## config.mk

```make
export PLATFORM = sky130hd
export DESIGN_NAME = dsc_dpll_ctrl
export DESIGN_NICKNAME = d
export VERILOG_FILES = /design/src/pkg/dsc_pkg.sv /design/src/verilog/dsc_dpll_ctrl.sv
export SDC_FILE = /design/constraint.sdc
export NUM_CORES = 1
export LEC_CHECK = 0
export BUFFER_PORTS_ARGS = -buffer_cell sky130_fd_sc_hd__buf_4
export CAP_MARGIN = 20
export CORE_ASPECT_RATIO = 1.1
export CORE_MARGIN = 2
export CORE_UTILIZATION = 58
export CTS_CLUSTER_SIZE = 20
export DETAILED_ROUTE_END_ITERATION = 6
export PLACE_DENSITY = 0.78
export SLEW_MARGIN = 10
export SYNTH_ARGS = -nofsm -noshare
export SYNTH_HDL_FRONTEND = slang
export SYNTH_SLANG_ARGS = --single-unit
```

## constraint.sdc

```tcl
create_clock -name clk_i -period 6 [get_ports clk_i]
set_input_delay 0.9 -clock clk_i [delete_from_list [all_inputs] [get_ports clk_i]]
set_output_delay 0.9 -clock clk_i [all_outputs]
set_load 0.01 [all_outputs]
```

## src/pkg/dsc_pkg.sv

```systemverilog
// Functional notes
// - After configuration enter free-run; lock analog loop once crystal reference is valid.
// - In free-run every reference input is reported unqualified.
// - Reference lost after lock without valid history returns to free-run.
// - Any qualified input leaves free-run or holdover and starts acquisition.
// - Wide loop bandwidth during acquisition, normal bandwidth restored after.
// - Frequency and phase lock-lost flags readable as status bits and pins.
// - History accumulates once frequency lock-lost flag falls, if history enabled; the code accumulates only while in the locked state.
// - Reference loss with no valid input enters holdover; the code enters it only from lock with valid history, else free-run.
// - Holdover without history uses signed 40-bit offset word plus numerator.
// - Holdover with history uses valid average, else the offset word.
// - Entering holdover sets phase-lock-lost flag.
// - Frequency-lock-lost flag frozen in holdover until reference selected again.
// - Valid input during holdover leaves holdover toward lock without glitch.
// - Soft resets rerun start-up including oscillator calibration.
// - Steering alters feedback numerator when closed loop, else analog numerator; the code steers only the feedback numerator, and only while locked.
// - Oscillator steering enabled only while locked, by software enable bit.
// - Each step adds or subtracts the 38-bit step word.
// - Soft step bit write 0 increments, write 1 decrements.
// - Step pin rising edge applies one step; direction pin 0 up, 1 down.
// - Clearing the enable discards offset, restoring original numerator.
// - Relative steering by 8-bit control write; absolute by numerator write.
// - Denominator value zero means two to the 40th.
package dsc_pkg;
  // Register byte offsets
  localparam logic [7:0] DSC_CTRL      = 8'h00;
  localparam logic [7:0] DSC_STEP_CTL  = 8'h04;
  localparam logic [7:0] DSC_STEP_LO   = 8'h08;
  localparam logic [7:0] DSC_STEP_HI   = 8'h0C;
  localparam logic [7:0] DSC_OFS_LO    = 8'h10;
  localparam logic [7:0] DSC_OFS_HI    = 8'h14;
  localparam logic [7:0] DSC_NUM_LO    = 8'h18;
  localparam logic [7:0] DSC_NUM_HI    = 8'h1C;
  localparam logic [7:0] DSC_DEN_LO    = 8'h20;
  localparam logic [7:0] DSC_DEN_HI    = 8'h24;
  localparam logic [7:0] DSC_STATUS    = 8'h28;
  localparam logic [7:0] DSC_EFF_LO    = 8'h2C;
  localparam logic [7:0] DSC_EFF_HI    = 8'h30;
  localparam logic [7:0] DSC_APLL_LO   = 8'h34;
  localparam logic [7:0] DSC_APLL_HI   = 8'h38;
  // Control register bit positions
  localparam int CTL_HIST_EN  = 0;
  localparam int CTL_DCO_EN   = 1;
  localparam int CTL_PIN_MODE = 2;
  localparam int CTL_SOFT_RST = 3;
  // Step control register bit positions
  localparam int STP_SOFT_BIT = 0;
  localparam int STP_TRIG_SEL = 4;
  localparam int STP_DIR_SEL  = 6;
  // Timing
  localparam int CLK_MHZ        = 50;
  localparam int CAL_TIME_US    = 10;
  localparam int CAL_CYCLES     = CAL_TIME_US * CLK_MHZ;
  localparam int ACQ_TIME_US    = 20;
  localparam int ACQ_CYCLES     = ACQ_TIME_US * CLK_MHZ;
  localparam int HIST_TIME_US   = 40;
  localparam int HIST_CYCLES    = HIST_TIME_US * CLK_MHZ;
  // Widths and reset values
  localparam int NUM_W  = 40;
  localparam int STEP_W = 38;
  localparam logic [39:0] NUM_RST = 40'h00_0000_0000;
  localparam logic [40:0] DEN_FULL = 41'h100_0000_0000;

  // Operating states, one-hot
  typedef enum logic [4:0] {
    DSC_ST_CAL     = 5'h01,
    DSC_ST_FREERUN = 5'h02,
    DSC_ST_ACQ     = 5'h04,
    DSC_ST_LOCKED  = 5'h08,
    DSC_ST_HOLD    = 5'h10
  } dsc_state_t;

  // Status bundle shown to software and pins
  typedef struct packed {
    logic freq_lock_lost_flag;
    logic phase_lock_lost_flag;
    logic hist_valid;
    logic wide_bw;
    logic apll_locked;
    logic refs_qualified;
  } dsc_status_t;

  // Wishbone slave answer bundle
  typedef struct packed {
    logic        ack;
    logic [31:0] dat;
  } dsc_wb_rsp_t;
endpackage

```

## src/verilog/dsc_dpll_ctrl.sv

```systemverilog
// Added by the designer: the register offsets and the Wishbone register port.
`timescale 1ns/1ps
module dsc_dpll_ctrl #(
  parameter int NREF        = 4,
  parameter int GPIO_W      = 4,
  parameter int CAL_CYC     = dsc_pkg::CAL_CYCLES,
  parameter int ACQ_CYC     = dsc_pkg::ACQ_CYCLES,
  parameter int HIST_CYC    = dsc_pkg::HIST_CYCLES
) (
  // Clock and reset
  input  wire logic              clk_i,
  input  wire logic              arst_n_i,
  // Wishbone slave
  input  wire logic              wb_cyc_i,
  input  wire logic              wb_stb_i,
  input  wire logic              wb_we_i,
  input  wire logic [7:0]        wb_adr_i,
  input  wire logic [3:0]        wb_sel_i,
  input  wire logic [31:0]       wb_dat_i,
  output logic      [31:0]       wb_dat_o,
  output logic                   wb_ack_o,
  // Reference and loop monitors
  input  wire logic              xo_valid_i,
  input  wire logic [NREF-1:0]   ref_valid_i,
  input  wire logic              freq_lock_i,
  input  wire logic              phase_lock_i,
  input  wire logic [39:0]       hist_avg_i,
  // Step pins
  input  wire logic [GPIO_W-1:0] gpio_i,
  // Loop outputs
  output logic [39:0]            dpll_num_o,
  output logic [39:0]            apll_num_o,
  output logic [40:0]            den_eff_o,
  output logic                   wide_bw_o,
  output logic                   ref_qual_en_o,
  output logic                   hist_accum_o,
  output logic                   vco_cal_o,
  output logic                   freq_lock_lost_o,
  output logic                   phase_lock_lost_o
);

  typedef struct packed {
    dsc_pkg::dsc_state_t st;
    logic [15:0] cnt;
    logic        hist_en;
    logic        dco_en;
    logic        pin_mode;
    logic [1:0]  trig_sel;
    logic [1:0]  dir_sel;
    logic [37:0] step;
    logic [39:0] ofs;
    logic [39:0] num;
    logic [39:0] den;
    logic [39:0] dev;
    logic [39:0] apll_dev;
    logic        flost;
    logic        plost;
    logic        hist_valid;
    logic [15:0] hcnt;
    logic        trig_q;
    logic        ack;
    logic [31:0] dat;
    logic [39:0] dnum;
    logic [39:0] anum;
    logic [40:0] deff;
    logic        wide;
    logic        qual;
    logic        haccum;
    logic        cal;
  } dsc_regs_t;

  dsc_regs_t r_r;
  dsc_regs_t r_nxt;

  // Apply one signed step to an offset
  function automatic logic [39:0] step_apply(input logic [39:0] v,
                                             input logic [37:0] s,
                                             input logic        down);
    logic [39:0] e;
    e = {2'b00, s};
    step_apply = down ? v - e : v + e;
  endfunction

  // Byte-lane merge for 32-bit writes
  function automatic logic [31:0] lane(input logic [31:0] old,
                                       input logic [31:0] d,
                                       input logic [3:0]  sel);
    logic [31:0] m;
    m = {{8{sel[3]}}, {8{sel[2]}}, {8{sel[1]}}, {8{sel[0]}}};
    lane = (old & ~m) | (d & m);
  endfunction

  logic        any_ref;
  logic        wr;
  logic        rd_req;
  logic        locked;
  logic        trig_now;
  logic        dir_now;
  logic [31:0] w;

  // Next-state logic for the whole channel
  always_comb begin
    r_nxt     = r_r;
    any_ref   = |ref_valid_i;
    wr        = wb_cyc_i && wb_stb_i && wb_we_i && !r_r.ack;
    rd_req    = wb_cyc_i && wb_stb_i && !r_r.ack;
    locked    = (r_r.st == dsc_pkg::DSC_ST_LOCKED);
    trig_now  = gpio_i[r_r.trig_sel];
    dir_now   = gpio_i[r_r.dir_sel];
    w         = 32'h0000_0000;
    r_nxt.ack = rd_req;
    r_nxt.trig_q = trig_now;

    // Operating state machine
    case (r_r.st)
      dsc_pkg::DSC_ST_CAL: begin
        r_nxt.cnt = xo_valid_i ? r_r.cnt + 16'h0001 : 16'h0000;
        if (xo_valid_i && int'(r_r.cnt) >= CAL_CYC - 1) begin
          r_nxt.st  = dsc_pkg::DSC_ST_FREERUN;
          r_nxt.cnt = 16'h0000;
        end
      end
      dsc_pkg::DSC_ST_FREERUN: begin
        if (any_ref) begin
          r_nxt.st  = dsc_pkg::DSC_ST_ACQ;
          r_nxt.cnt = 16'h0000;
        end
      end
      dsc_pkg::DSC_ST_ACQ: begin
        r_nxt.cnt = r_r.cnt + 16'h0001;
        if (!any_ref) begin
          r_nxt.st = dsc_pkg::DSC_ST_FREERUN;
        end else if (int'(r_r.cnt) >= ACQ_CYC - 1 && freq_lock_i) begin
          r_nxt.st = dsc_pkg::DSC_ST_LOCKED;
        end
      end
      dsc_pkg::DSC_ST_LOCKED: begin
        if (!any_ref) begin
          // No history yet means free-run, not holdover
          r_nxt.st = r_r.hist_valid ? dsc_pkg::DSC_ST_HOLD
                                    : dsc_pkg::DSC_ST_FREERUN;
          if (r_r.hist_valid) begin
            r_nxt.plost = 1'b1;
          end
        end
      end
      dsc_pkg::DSC_ST_HOLD: begin
        if (any_ref) begin
          r_nxt.st  = dsc_pkg::DSC_ST_ACQ;
          r_nxt.cnt = 16'h0000;
        end
      end
      default: begin
        r_nxt.st = dsc_pkg::DSC_ST_CAL;
      end
    endcase

    // Lock-lost flags frozen from the holdover entry edge on; the
    // detector may drop in the same cycle as the reference
    if (r_r.st != dsc_pkg::DSC_ST_HOLD
        && !(locked && !any_ref && r_r.hist_valid)) begin
      r_nxt.flost = !freq_lock_i;
      r_nxt.plost = !phase_lock_i;
    end

    // History averaging window after frequency lock
    if (r_r.hist_en && !r_r.flost && locked) begin
      if (int'(r_r.hcnt) >= HIST_CYC - 1) begin
        r_nxt.hist_valid = 1'b1;
      end else begin
        r_nxt.hcnt = r_r.hcnt + 16'h0001;
      end
    end else if (r_r.st == dsc_pkg::DSC_ST_FREERUN || !r_r.hist_en) begin
      r_nxt.hcnt       = 16'h0000;
      r_nxt.hist_valid = 1'b0;
    end

    // Oscillator steering, only while locked
    if (!r_r.dco_en || !locked) begin
      r_nxt.dev = 40'h00_0000_0000;
    end else if (r_r.pin_mode && trig_now && !r_r.trig_q) begin
      r_nxt.dev = step_apply(r_r.dev, r_r.step, dir_now);
    end

    // Register writes
    if (wr) begin
      case (wb_adr_i)
        dsc_pkg::DSC_CTRL: begin
          w = lane({28'h000_0000, 1'b0, r_r.pin_mode, r_r.dco_en,
                    r_r.hist_en}, wb_dat_i, wb_sel_i);
          r_nxt.hist_en  = w[dsc_pkg::CTL_HIST_EN];
          r_nxt.dco_en   = w[dsc_pkg::CTL_DCO_EN] && locked;
          r_nxt.pin_mode = w[dsc_pkg::CTL_PIN_MODE];
          if (w[dsc_pkg::CTL_SOFT_RST]) begin
            r_nxt.st         = dsc_pkg::DSC_ST_CAL;
            r_nxt.cnt        = 16'h0000;
            r_nxt.dco_en     = 1'b0;
            r_nxt.hist_valid = 1'b0;
            r_nxt.hcnt       = 16'h0000;
          end
        end
        dsc_pkg::DSC_STEP_CTL: begin
          r_nxt.trig_sel = wb_dat_i[dsc_pkg::STP_TRIG_SEL +: 2];
          r_nxt.dir_sel  = wb_dat_i[dsc_pkg::STP_DIR_SEL +: 2];
          if (wb_sel_i[0] && r_r.dco_en && locked) begin
            r_nxt.dev = step_apply(r_r.dev, r_r.step,
                                   wb_dat_i[dsc_pkg::STP_SOFT_BIT]);
          end
        end
        dsc_pkg::DSC_STEP_LO: r_nxt.step[31:0] =
          lane(r_r.step[31:0], wb_dat_i, wb_sel_i);
        dsc_pkg::DSC_STEP_HI: if (wb_sel_i[0]) begin
          r_nxt.step[37:32] = wb_dat_i[5:0];
        end
        dsc_pkg::DSC_OFS_LO: r_nxt.ofs[31:0] =
          lane(r_r.ofs[31:0], wb_dat_i, wb_sel_i);
        dsc_pkg::DSC_OFS_HI: if (wb_sel_i[0]) begin
          r_nxt.ofs[39:32] = wb_dat_i[7:0];
        end
        dsc_pkg::DSC_NUM_LO: r_nxt.num[31:0] =
          lane(r_r.num[31:0], wb_dat_i, wb_sel_i);
        dsc_pkg::DSC_NUM_HI: if (wb_sel_i[0]) begin
          r_nxt.num[39:32] = wb_dat_i[7:0];
        end
        dsc_pkg::DSC_DEN_LO: r_nxt.den[31:0] =
          lane(r_r.den[31:0], wb_dat_i, wb_sel_i);
        dsc_pkg::DSC_DEN_HI: if (wb_sel_i[0]) begin
          r_nxt.den[39:32] = wb_dat_i[7:0];
        end
        default: begin
        end
      endcase
    end

    // Analog offset in holdover and free-run only: history or offset word
    if (r_r.st == dsc_pkg::DSC_ST_HOLD) begin
      r_nxt.apll_dev = (r_r.hist_en && r_r.hist_valid) ? hist_avg_i
                                                       : r_r.ofs;
    end else if (r_r.st == dsc_pkg::DSC_ST_FREERUN) begin
      r_nxt.apll_dev = r_r.ofs;
    end else begin
      r_nxt.apll_dev = 40'h00_0000_0000;
    end

    // Registered outputs
    r_nxt.dnum   = r_r.num + (locked ? r_r.dev : 40'h00_0000_0000);
    r_nxt.anum   = r_r.num + r_r.apll_dev;
    r_nxt.deff   = (r_r.den == 40'h00_0000_0000) ? dsc_pkg::DEN_FULL
                                                 : {1'b0, r_r.den};
    r_nxt.wide   = (r_nxt.st == dsc_pkg::DSC_ST_ACQ);
    r_nxt.qual   = (r_nxt.st != dsc_pkg::DSC_ST_FREERUN)
                && (r_nxt.st != dsc_pkg::DSC_ST_CAL);
    r_nxt.haccum = r_nxt.hist_en && !r_nxt.flost
                && (r_nxt.st == dsc_pkg::DSC_ST_LOCKED);
    r_nxt.cal    = (r_nxt.st == dsc_pkg::DSC_ST_CAL);

    // Read mux
    r_nxt.dat = 32'h0000_0000;
    if (rd_req && !wb_we_i) begin
      case (wb_adr_i)
        dsc_pkg::DSC_CTRL: r_nxt.dat = {29'h0000_0000, r_r.pin_mode,
                                        r_r.dco_en, r_r.hist_en};
        dsc_pkg::DSC_STEP_CTL: r_nxt.dat = {24'h00_0000, r_r.dir_sel,
                                            r_r.trig_sel, 4'h0};
        dsc_pkg::DSC_STEP_LO: r_nxt.dat = r_r.step[31:0];
        dsc_pkg::DSC_STEP_HI: r_nxt.dat = {26'h000_0000, r_r.step[37:32]};
        dsc_pkg::DSC_OFS_LO:  r_nxt.dat = r_r.ofs[31:0];
        dsc_pkg::DSC_OFS_HI:  r_nxt.dat = {24'h00_0000, r_r.ofs[39:32]};
        dsc_pkg::DSC_NUM_LO:  r_nxt.dat = r_r.num[31:0];
        dsc_pkg::DSC_NUM_HI:  r_nxt.dat = {24'h00_0000, r_r.num[39:32]};
        dsc_pkg::DSC_DEN_LO:  r_nxt.dat = r_r.den[31:0];
        dsc_pkg::DSC_DEN_HI:  r_nxt.dat = {24'h00_0000, r_r.den[39:32]};
        dsc_pkg::DSC_STATUS:  r_nxt.dat = {19'h0_0000, r_r.st, r_r.cal,
          r_r.haccum, r_r.hist_valid, r_r.qual, r_r.wide, r_r.plost,
          r_r.flost, xo_valid_i};
        dsc_pkg::DSC_EFF_LO:  r_nxt.dat = r_r.dnum[31:0];
        dsc_pkg::DSC_EFF_HI:  r_nxt.dat = {24'h00_0000, r_r.dnum[39:32]};
        dsc_pkg::DSC_APLL_LO: r_nxt.dat = r_r.anum[31:0];
        dsc_pkg::DSC_APLL_HI: r_nxt.dat = {24'h00_0000, r_r.anum[39:32]};
        default: r_nxt.dat = 32'h0000_0000;
      endcase
    end
  end

  // State register
  always_ff @(posedge clk_i or negedge arst_n_i) begin
    if (!arst_n_i) begin
      r_r       <= '0;
      r_r.st    <= dsc_pkg::DSC_ST_CAL;
      r_r.flost <= 1'b1;
      r_r.plost <= 1'b1;
      r_r.cal   <= 1'b1;
      r_r.deff  <= dsc_pkg::DEN_FULL;
    end else begin
      r_r <= r_nxt;
    end
  end

  // Outputs straight from flops
  assign wb_ack_o          = r_r.ack;
  assign wb_dat_o          = r_r.dat;
  assign dpll_num_o        = r_r.dnum;
  assign apll_num_o        = r_r.anum;
  assign den_eff_o         = r_r.deff;
  assign wide_bw_o         = r_r.wide;
  assign ref_qual_en_o     = r_r.qual;
  assign hist_accum_o      = r_r.haccum;
  assign vco_cal_o         = r_r.cal;
  assign freq_lock_lost_o  = r_r.flost;
  assign phase_lock_lost_o = r_r.plost;

endmodule

```

==> load_flow_metrics.sql, run 1 <==
INSERT INTO impl_metrics (metric_group, metric, value, unit) VALUES
('place', 'port_buffers', '259', ''),
('detailed_routing', 'totalWireLength', '90.6', 'mm'),
('synthesis', 'synth_cells', '2837', ''),
('global_route', 'global_route.usage.total', '36.6', '%'),
('floorplanning', 'die_height', '233', 'µm'),
('timing', 'hold_viol_final', '0', ''),
('clock_tree', 'cts-buffers-inserted', '47', ''),
('timing', 'timing_max_transition_violations_final', '0', ''),
('clock_tree', 'clkLatencyLatePin', '0.60', 'ns'),
('final_layout', 'layoutNonFillerInstCount', '3536', ''),
('clock_tree', 'cts_hold_buf', '0', ''),
('clock_tree', 'cts_resized', '0', ''),
('global_route', 'global_route_wire_length_before_repair', '136', 'mm'),
('clock_tree', 'tritoncts', 'built', ''),
('detailed_routing', 'remaining_design_rule_violation_count', '18', ''),
('final_layout', 'finalInstanceArea', '0.0304', 'mm²'),
('place', 'place_area', '0.0288', 'mm²'),
('floorplanning', 'floorplan.die_area', '0.0493', 'mm²'),
('synthesis', 'synth.ff_latch_count', '444', ''),
('timing', 'worst_hold_slack_after_final_layout', '0.354', 'ns'),
('clock_tree', 'cts-root-to-sink-buffers', '3', ''),
('pwr', 'p_leak', '14.9', 'nW'),
('place', 'numPlacedInstances', '3445', ''),
('final_layout', 'layout-area-overhead-vs-synth', '10.4', '%'),
('timing', 'setup-violations-final', '0', ''),
('global_route', 'antenna_found_initial', '5', ''),
('worst_setup_path', 'critPathSlowestCell', 'sky130_fd_sc_hd__nor4bb_4', ''),
('synthesis', 'synth_area_per_cell', '9.72', 'µm²'),
('worst_setup_path', 'cp_data_arrival_time', '5.21', 'ns'),
('clock_tree', 'htreeDepth', '2', ''),
('detailed_routing', 'firstDrtPassIters', '7', ''),
('detailed_routing', 'detailed_route_wire_length_per_cell', '25.6', 'µm'),
('clock_tree', 'tritoncts_num_sinks', '444', ''),
('synthesis', 'yosys_warnings', '0', ''),
('flow_run', 'cap_viol_max_count', '0', ''),
('synthesis', 'yosysSeqAreaShare', '40.3', '%'),
('floorplanning', 'rows', '83', ''),
('synthesis', 'synth.lib_cells_used.distinct', '107', ''),
('timing', 'max_clock_freq', '213', 'MHz'),
('pwr', 'pwr-share-seq', '44.9', '%'),
('final_layout', 'drive_gt1_share', '20.6', '%'),
('worst_setup_path', 'cell_class_contributing_the_biggest_share_of_worst_path_delay', 'compound AO/OA/AOI/OAI gates', ''),
('worst_setup_path', 'cp_max_stage_delay', '0.48', 'ns'),
('clock_tree', 'post_cts_buffers', '0', ''),
('worst_setup_path', 'worst_path_most_repeated_cell', 'sky130_fd_sc_hd__a21oi_1', ''),
('timing', 'worst_pin_slew', '1.13', 'ns'),
('floorplanning', 'start_util', '58.9', '%'),
('timing', 'final.period_utilization', '78.2', '%'),
('timing', 'fin_worst_skew', '0.0176', 'ns'),
('place', 'gp_congestion', '0.994', ''),
('final_layout', 'final_common_cell', 'sky130_fd_sc_hd__dfrtp_1', ''),
('final_layout', 'layout.cells.most_common_list', 'sky130_fd_sc_hd__dfrtp_1, sky130_fd_sc_hd__buf_4, sky130_fd_sc_hd__a21oi_1', ''),
('worst_setup_path', 'timing.critical_path.to_type', 'flop', ''),
('timing', 'period_needed', '4.69', 'ns'),
('worst_setup_path', 'crit_chain', 'nor2_1 > nor4bb_4 > buf_4 > and2_1 > ha_1 > a2111oi_0 > o21ai_0 > a41oi_2 > a21oi_1 > nor3_1 > o31ai_1 > a21oi_1 > o21ai_0 > a21oi_1 > xnor2_1', ''),
('timing', 'setup_total_negative_slack', '0', 'ns'),
('place', 'preCtsSetupSlack', '1.41', 'ns'),
('worst_setup_path', 'worstSetupPathType', 'reg -> reg', ''),
('pwr', 'sw_frac_of_total', '25.9', '%'),
('min_path', 'holdCritPathClass', 'in -> async', ''),
('worst_setup_path', 'critical_path.n_buffers_inverters', '1', ''),
('floorplanning', 'die_w', '212', 'µm'),
('run_status', 'failed_checks', 'DRC', ''),
('pwr', 'internal-power', '5.13', 'mW'),
('clock_tree', 'ctsRootBufferMaster', 'sky130_fd_sc_hd__clkbuf_16', ''),
('clock_tree', 'clk_transition_reported_paths', '0.06', 'ns'),
('pwr', 'power_density', '227', 'mW/mm²'),
('timing', 'timing.slew.headroom', '24.4', '%'),
('run_status', 'outcome', 'finished with violations', ''),
('pwr', 'net-switching-power', '1.79', 'mW'),
('global_route', 'grt_remaining_overflow', '0', '');
## cell families after synthesis
group	count (synthesis)	share of synthesized area (%)
compound gates	811	20.6
mux	179	7.25
flops	444	40.3
fa+ha+maj	160	7.37
buf+inv	422	7.97
xor+xnor	140	4.45
simple gates	681	12.0
## area by class of cell
class | instances | area (µm²)
Antenna cell | 5 | 12.5
Clock buffer | 69 | 1410
Clock inverter | 16 | 211
Fill cell | 3749 | 16400
Inverter | 109 | 409
Multi-Input combinational cell | 1971 | 14300
Sequential cell | 444 | 11100
Tap cell | 637 | 797
Timing Repair Buffer | 285 | 2170
## routing by layer
layer | GRT usage (%) | wire length [µm]
met1 | 47.4 | 36200
met2 | 57.5 | 41300
met3 | 9.25 | 8450
met4 | 17.6 | 4630
met5 | 0 | 20
## power by group through the flow
stage / clock network (mW) / logic (mW) / registers (mW)
finish: 3.08 / 0.733 / 3.11
global placement: 0 / 0.701 / 3.16
CTS: 3.10 / 0.718 / 3.11
global route: 3.22 / 0.798 / 3.11
detailed placement: 0 / 0.712 / 3.16
floorplan: 0 / 0.437 / 3.13
## final timing paths
path	startpoint	end	slack (ns)	depth (start not counted)
hold / removal	arst_n_i	r_r[429]	0.35	1
max in group asynchronous	arst_n_i	den_eff_o[7]	4.14	2
setup reg to reg	r_r[440]	dpll_num_o[39]	1.31	15
min in group clk_i	flop	den_eff_o[20]	0.42	0
setup / recovery	r_r[440]	dpll_num_o[39]	1.31	15
hold reg to reg	flop	den_eff_o[20]	0.42	0
## Yosys cell counts, drive strengths merged (8+ instances only)
cell	instances	area share (%)
a211oi	27	0.77
nand3	42	0.82
ha	156	7.1
a21boi	9	0.26
a22oi	38	1.0
o21a	13	0.38
o22ai	25	0.59
nor3	29	0.53
nor4	22	0.55
xor2	27	0.86
nor2b	26	0.60
and3	31	0.72
dfrtp	439	40
mux2i	22	0.80
nand4	19	0.43
o31ai	11	0.34
inv	108	1.5
a21oi	236	4.4
clkbuf	133	1.8
nand2	154	2.1
a21o	62	1.7
a31o	8	0.25
a222oi	56	2.0
nand2b	21	0.48
or3	12	0.27
a22o	46	1.5
a31oi	31	0.89
a221oi	17	0.59
xnor2	113	3.6
o21ai	123	2.3
o21bai	28	0.78
a41oi	10	0.34
nor2	236	3.2
mux2	156	6.4
buf	180	4.7
o211ai	15	0.41
and2	52	1.2
Note: power is estimated with default switching activity, not from simulation.
==> run 2, diff against run 1 <==
==> constraint.sdc (replaced) <==
create_clock -name clk_i -period 4.6 [get_ports clk_i]
set_input_delay 0.69 -clock clk_i [delete_from_list [all_inputs] [get_ports clk_i]]
set_output_delay 0.69 -clock clk_i [all_outputs]
set_load 0.01 [all_outputs]
==> load_flow_metrics.sql, run 2 (synthesis results as in run 1) <==
INSERT INTO impl_metrics (metric_group, metric, value, unit) VALUES
('timing', 'worst_pin_slew', '1.22', 'ns'),
('timing', 'rsz0062_at_grt', 'false', ''),
('pwr', 'p_leak', '15.0', 'nW'),
('floorplanning', 'core_area', '0.0468', 'mm²'),
('timing', 'max_clock_freq', '235', 'MHz'),
('detailed_routing', 'totalWireLength', '91.3', 'mm'),
('final_layout', 'layout-area-overhead-vs-synth', '10.9', '%'),
('clock_tree', 'clkLatencyLatePin', '0.59', 'ns'),
('worst_setup_path', 'timing.critical_path.to_type', 'flop', ''),
('floorplanning', 'start_util', '58.9', '%'),
('timing', 'timing_max_transition_violations_final', '0', ''),
('clock_tree', 'htreeDepth', '2', ''),
('worst_setup_path', 'cell_class_contributing_the_biggest_share_of_worst_path_delay', 'compound AO/OA/AOI/OAI gates', ''),
('clock_tree', 'tritoncts', 'built', ''),
('final_layout', 'design.final.nets', '3132', ''),
('place', 'numPlacedInstances', '3458', ''),
('worst_setup_path', 'worstSetupPathType', 'reg -> reg', ''),
('floorplanning', 'io_pins', '260', ''),
('worst_setup_path', 'worst_r2r_startpoint', 'r_r[440]', ''),
('floorplanning', 'rows', '83', ''),
('worst_setup_path', 'cp_data_arrival_time', '4.76', 'ns'),
('place', 'gp_congestion', '1.04', ''),
('worst_setup_path', 'cp.required', '5.10', 'ns'),
('clock_tree', 'tritoncts_num_sinks', '444', ''),
('timing', 'setup_total_negative_slack', '0', 'ns'),
('global_route', 'first_global_vias', '22700', ''),
('final_layout', 'layout.cells.most_common_list', 'sky130_fd_sc_hd__dfrtp_1, sky130_fd_sc_hd__buf_4, sky130_fd_sc_hd__a21oi_1', ''),
('worst_setup_path', 'critical_path.n_buffers_inverters', '2', ''),
('worst_setup_path', 'reg2reg_setup_slack', '0.35', 'ns'),
('timing', 'period_needed', '4.25', 'ns'),
('timing', 'timing.slew.headroom', '17.8', '%'),
('timing', 'final.period_utilization', '92.5', '%'),
('global_route', 'antenna_found_initial', '3', ''),
('clock_tree', 'ctsRootBufferMaster', 'sky130_fd_sc_hd__clkbuf_16', ''),
('final_layout', 'drive_gt1_share', '21.0', '%'),
('timing', 'fin_worst_skew', '0.0136', 'ns'),
('worst_setup_path', 'critical_path.max_fanout', '22', ''),
('floorplanning', 'floorplan.die_area', '0.0493', 'mm²'),
('timing', 'setup-violations-final', '0', ''),
('global_route', 'grt_remaining_overflow', '0', ''),
('final_layout', 'seq_area', '0.0111', 'mm²'),
('worst_setup_path', 'worst_path_most_repeated_cell', 'sky130_fd_sc_hd__a21oi_1', ''),
('detailed_routing', 'routed-via-count', '23300', ''),
('pwr', 'vdd.ir_drop.worst', '0.280', 'mV'),
('detailed_routing', 'iteration_0_drc_count_of_the_detailed_router', '2974', ''),
('global_route', 'grt_max_degree', '114', ''),
('worst_setup_path', 'critPathSlowestCell', 'sky130_fd_sc_hd__a2111oi_0', ''),
('place', 'port_buffers', '259', ''),
('final_layout', 'multi_input_area', '0.0143', 'mm²'),
('final_layout', 'fillCellCount', '3716', ''),
('pwr', 'power.total', '9.08', 'mW'),
('worst_setup_path', 'timing.rr.end', 'dpll_num_o[39]', ''),
('detailed_routing', 'detail_route.vias_per_cell', '6.58', ''),
('worst_setup_path', 'r2r_cells', '17', ''),
('final_layout', 'layoutNonFillerInstCount', '3544', ''),
('worst_setup_path', 'cp-start-kind', 'flop', ''),
('final_layout', 'final_common_cell', 'sky130_fd_sc_hd__dfrtp_1', ''),
('place', 'dp_hpwl', '69.1', 'mm'),
('floorplanning', 'die_height', '233', 'µm'),
('timing', 'hold_viol_final', '0', ''),
('global_route', 'global_route.usage.total', '36.8', '%'),
('floorplanning', 'die_w', '212', 'µm'),
('worst_setup_path', 'critical_path.startpoint', 'r_r[440]', ''),
('clock_tree', 'cts_hold_buf', '0', ''),
('final_layout', 'antenna-diode-count', '0', ''),
('clock_tree', 'cts-root-to-sink-buffers', '3', ''),
('detailed_routing', 'detailed_route_wire_length_per_cell', '25.8', 'µm'),
('worst_setup_path', 'crit_chain', 'nor2_1 > nor4bb_4 > buf_4 > buf_4 > and2_1 > ha_1 > and3_1 > a2111oi_0 > nor3b_1 > nand3_1 > a21oi_1 > nor3_2 > o31ai_1 > a21oi_1 > o21ai_0 > a21oi_1 > xnor2_1', ''),
('detailed_routing', 'ant_nets', '0', ''),
('pwr', 'power_density', '297', 'mW/mm²'),
('run_status', 'failed_checks', 'DRC', ''),
('worst_setup_path', 'cp_max_stage_delay', '0.56', 'ns'),
('clock_tree', 'clk_transition_reported_paths', '0.06', 'ns'),
('global_route', 'global_route_wire_length_before_repair', '136', 'mm'),
('detailed_routing', 'remaining_design_rule_violation_count', '4', ''),
('run_status', 'outcome', 'finished with violations', ''),
('flow_run', 'cap_viol_max_count', '0', ''),
('min_path', 'holdCritPathClass', 'in -> async', ''),
('detailed_routing', 'firstDrtPassIters', '7', ''),
('clock_tree', 'cts-buffers-inserted', '47', '');
==> run 2: metrics by stage <==
| step | hold WS (ns) | area (µm²) | util (%) | worst slack (ns) |
|---|---|---|---|---|
| CTS | 0.210 | 30600 | 65.2 | 0.310 |
| finish | 0.153 | 30600 | 65.3 | 0.345 |
| detailed placement | 0.418 | 28900 | 61.7 | 0.341 |
| floorplan | 0.394 | 27600 | - | 0.426 |
| global route | 0.234 | 30600 | 65.3 | 0.0521 |
| global placement | 0.408 | 28900 | 61.7 | 0.483 |
==> run 2: worst register-to-register path: cells and delay by family, from the launching register on <==
family	cells	cell delay [ns]
compound gates	6	1.46
xor+xnor	1	0.15
fa+ha+maj	1	0.29
buf+inv	2	0.42
flops	1	0.43
simple gates	7	1.43
==> run 2: worst max-delay path by stage <==
stage / slack (ns) / end / depth (start not counted)
2_1_floorplan: 0.43 / dpll_num_o[38] / 17
5_1_grt: 0.05 / dpll_num_o[39] / 17
3_3_place_gp: 0.48 / dpll_num_o[39] / 16
3_5_place_dp: 0.34 / dpll_num_o[39] / 16
6_report: 0.35 / dpll_num_o[39] / 17
4_1_cts: 0.31 / dpll_num_o[39] / 16
==> run 2: area by class of cell <==
| cell class | instances | area share, % |
|---|---|---|
| Inverter | 109 | 1.34 |
| Sequential cell | 444 | 36.4 |
| Clock buffer | 62 | 4.37 |
| Tap cell | 637 | 2.61 |
| Timing Repair Buffer | 299 | 7.53 |
| Clock inverter | 22 | 1.00 |
| Multi-Input combinational cell | 1971 | 46.8 |
==> run 2: timing repair <==
action,in CTS,in global routing
setup buffers,0,1
gates resized for setup,0,1
setup endpoints to repair,0,2
==> run 2: metal layers <==
layer	global-route usage, %	vias up	wire length, µm
met5	0	-	31
met4	16.2	2	4100
met3	8.23	237	8890
met2	58.3	1317	42100
met1	48.4	11500	36200
li1	-	10200	-
==> run 2: where the power goes <==
group / internal [mW] / switching [mW]
clock: 2.39 / 1.66
combinational: 0.365 / 0.607
sequential: 3.97 / 0.0828
total: 6.73 / 2.35
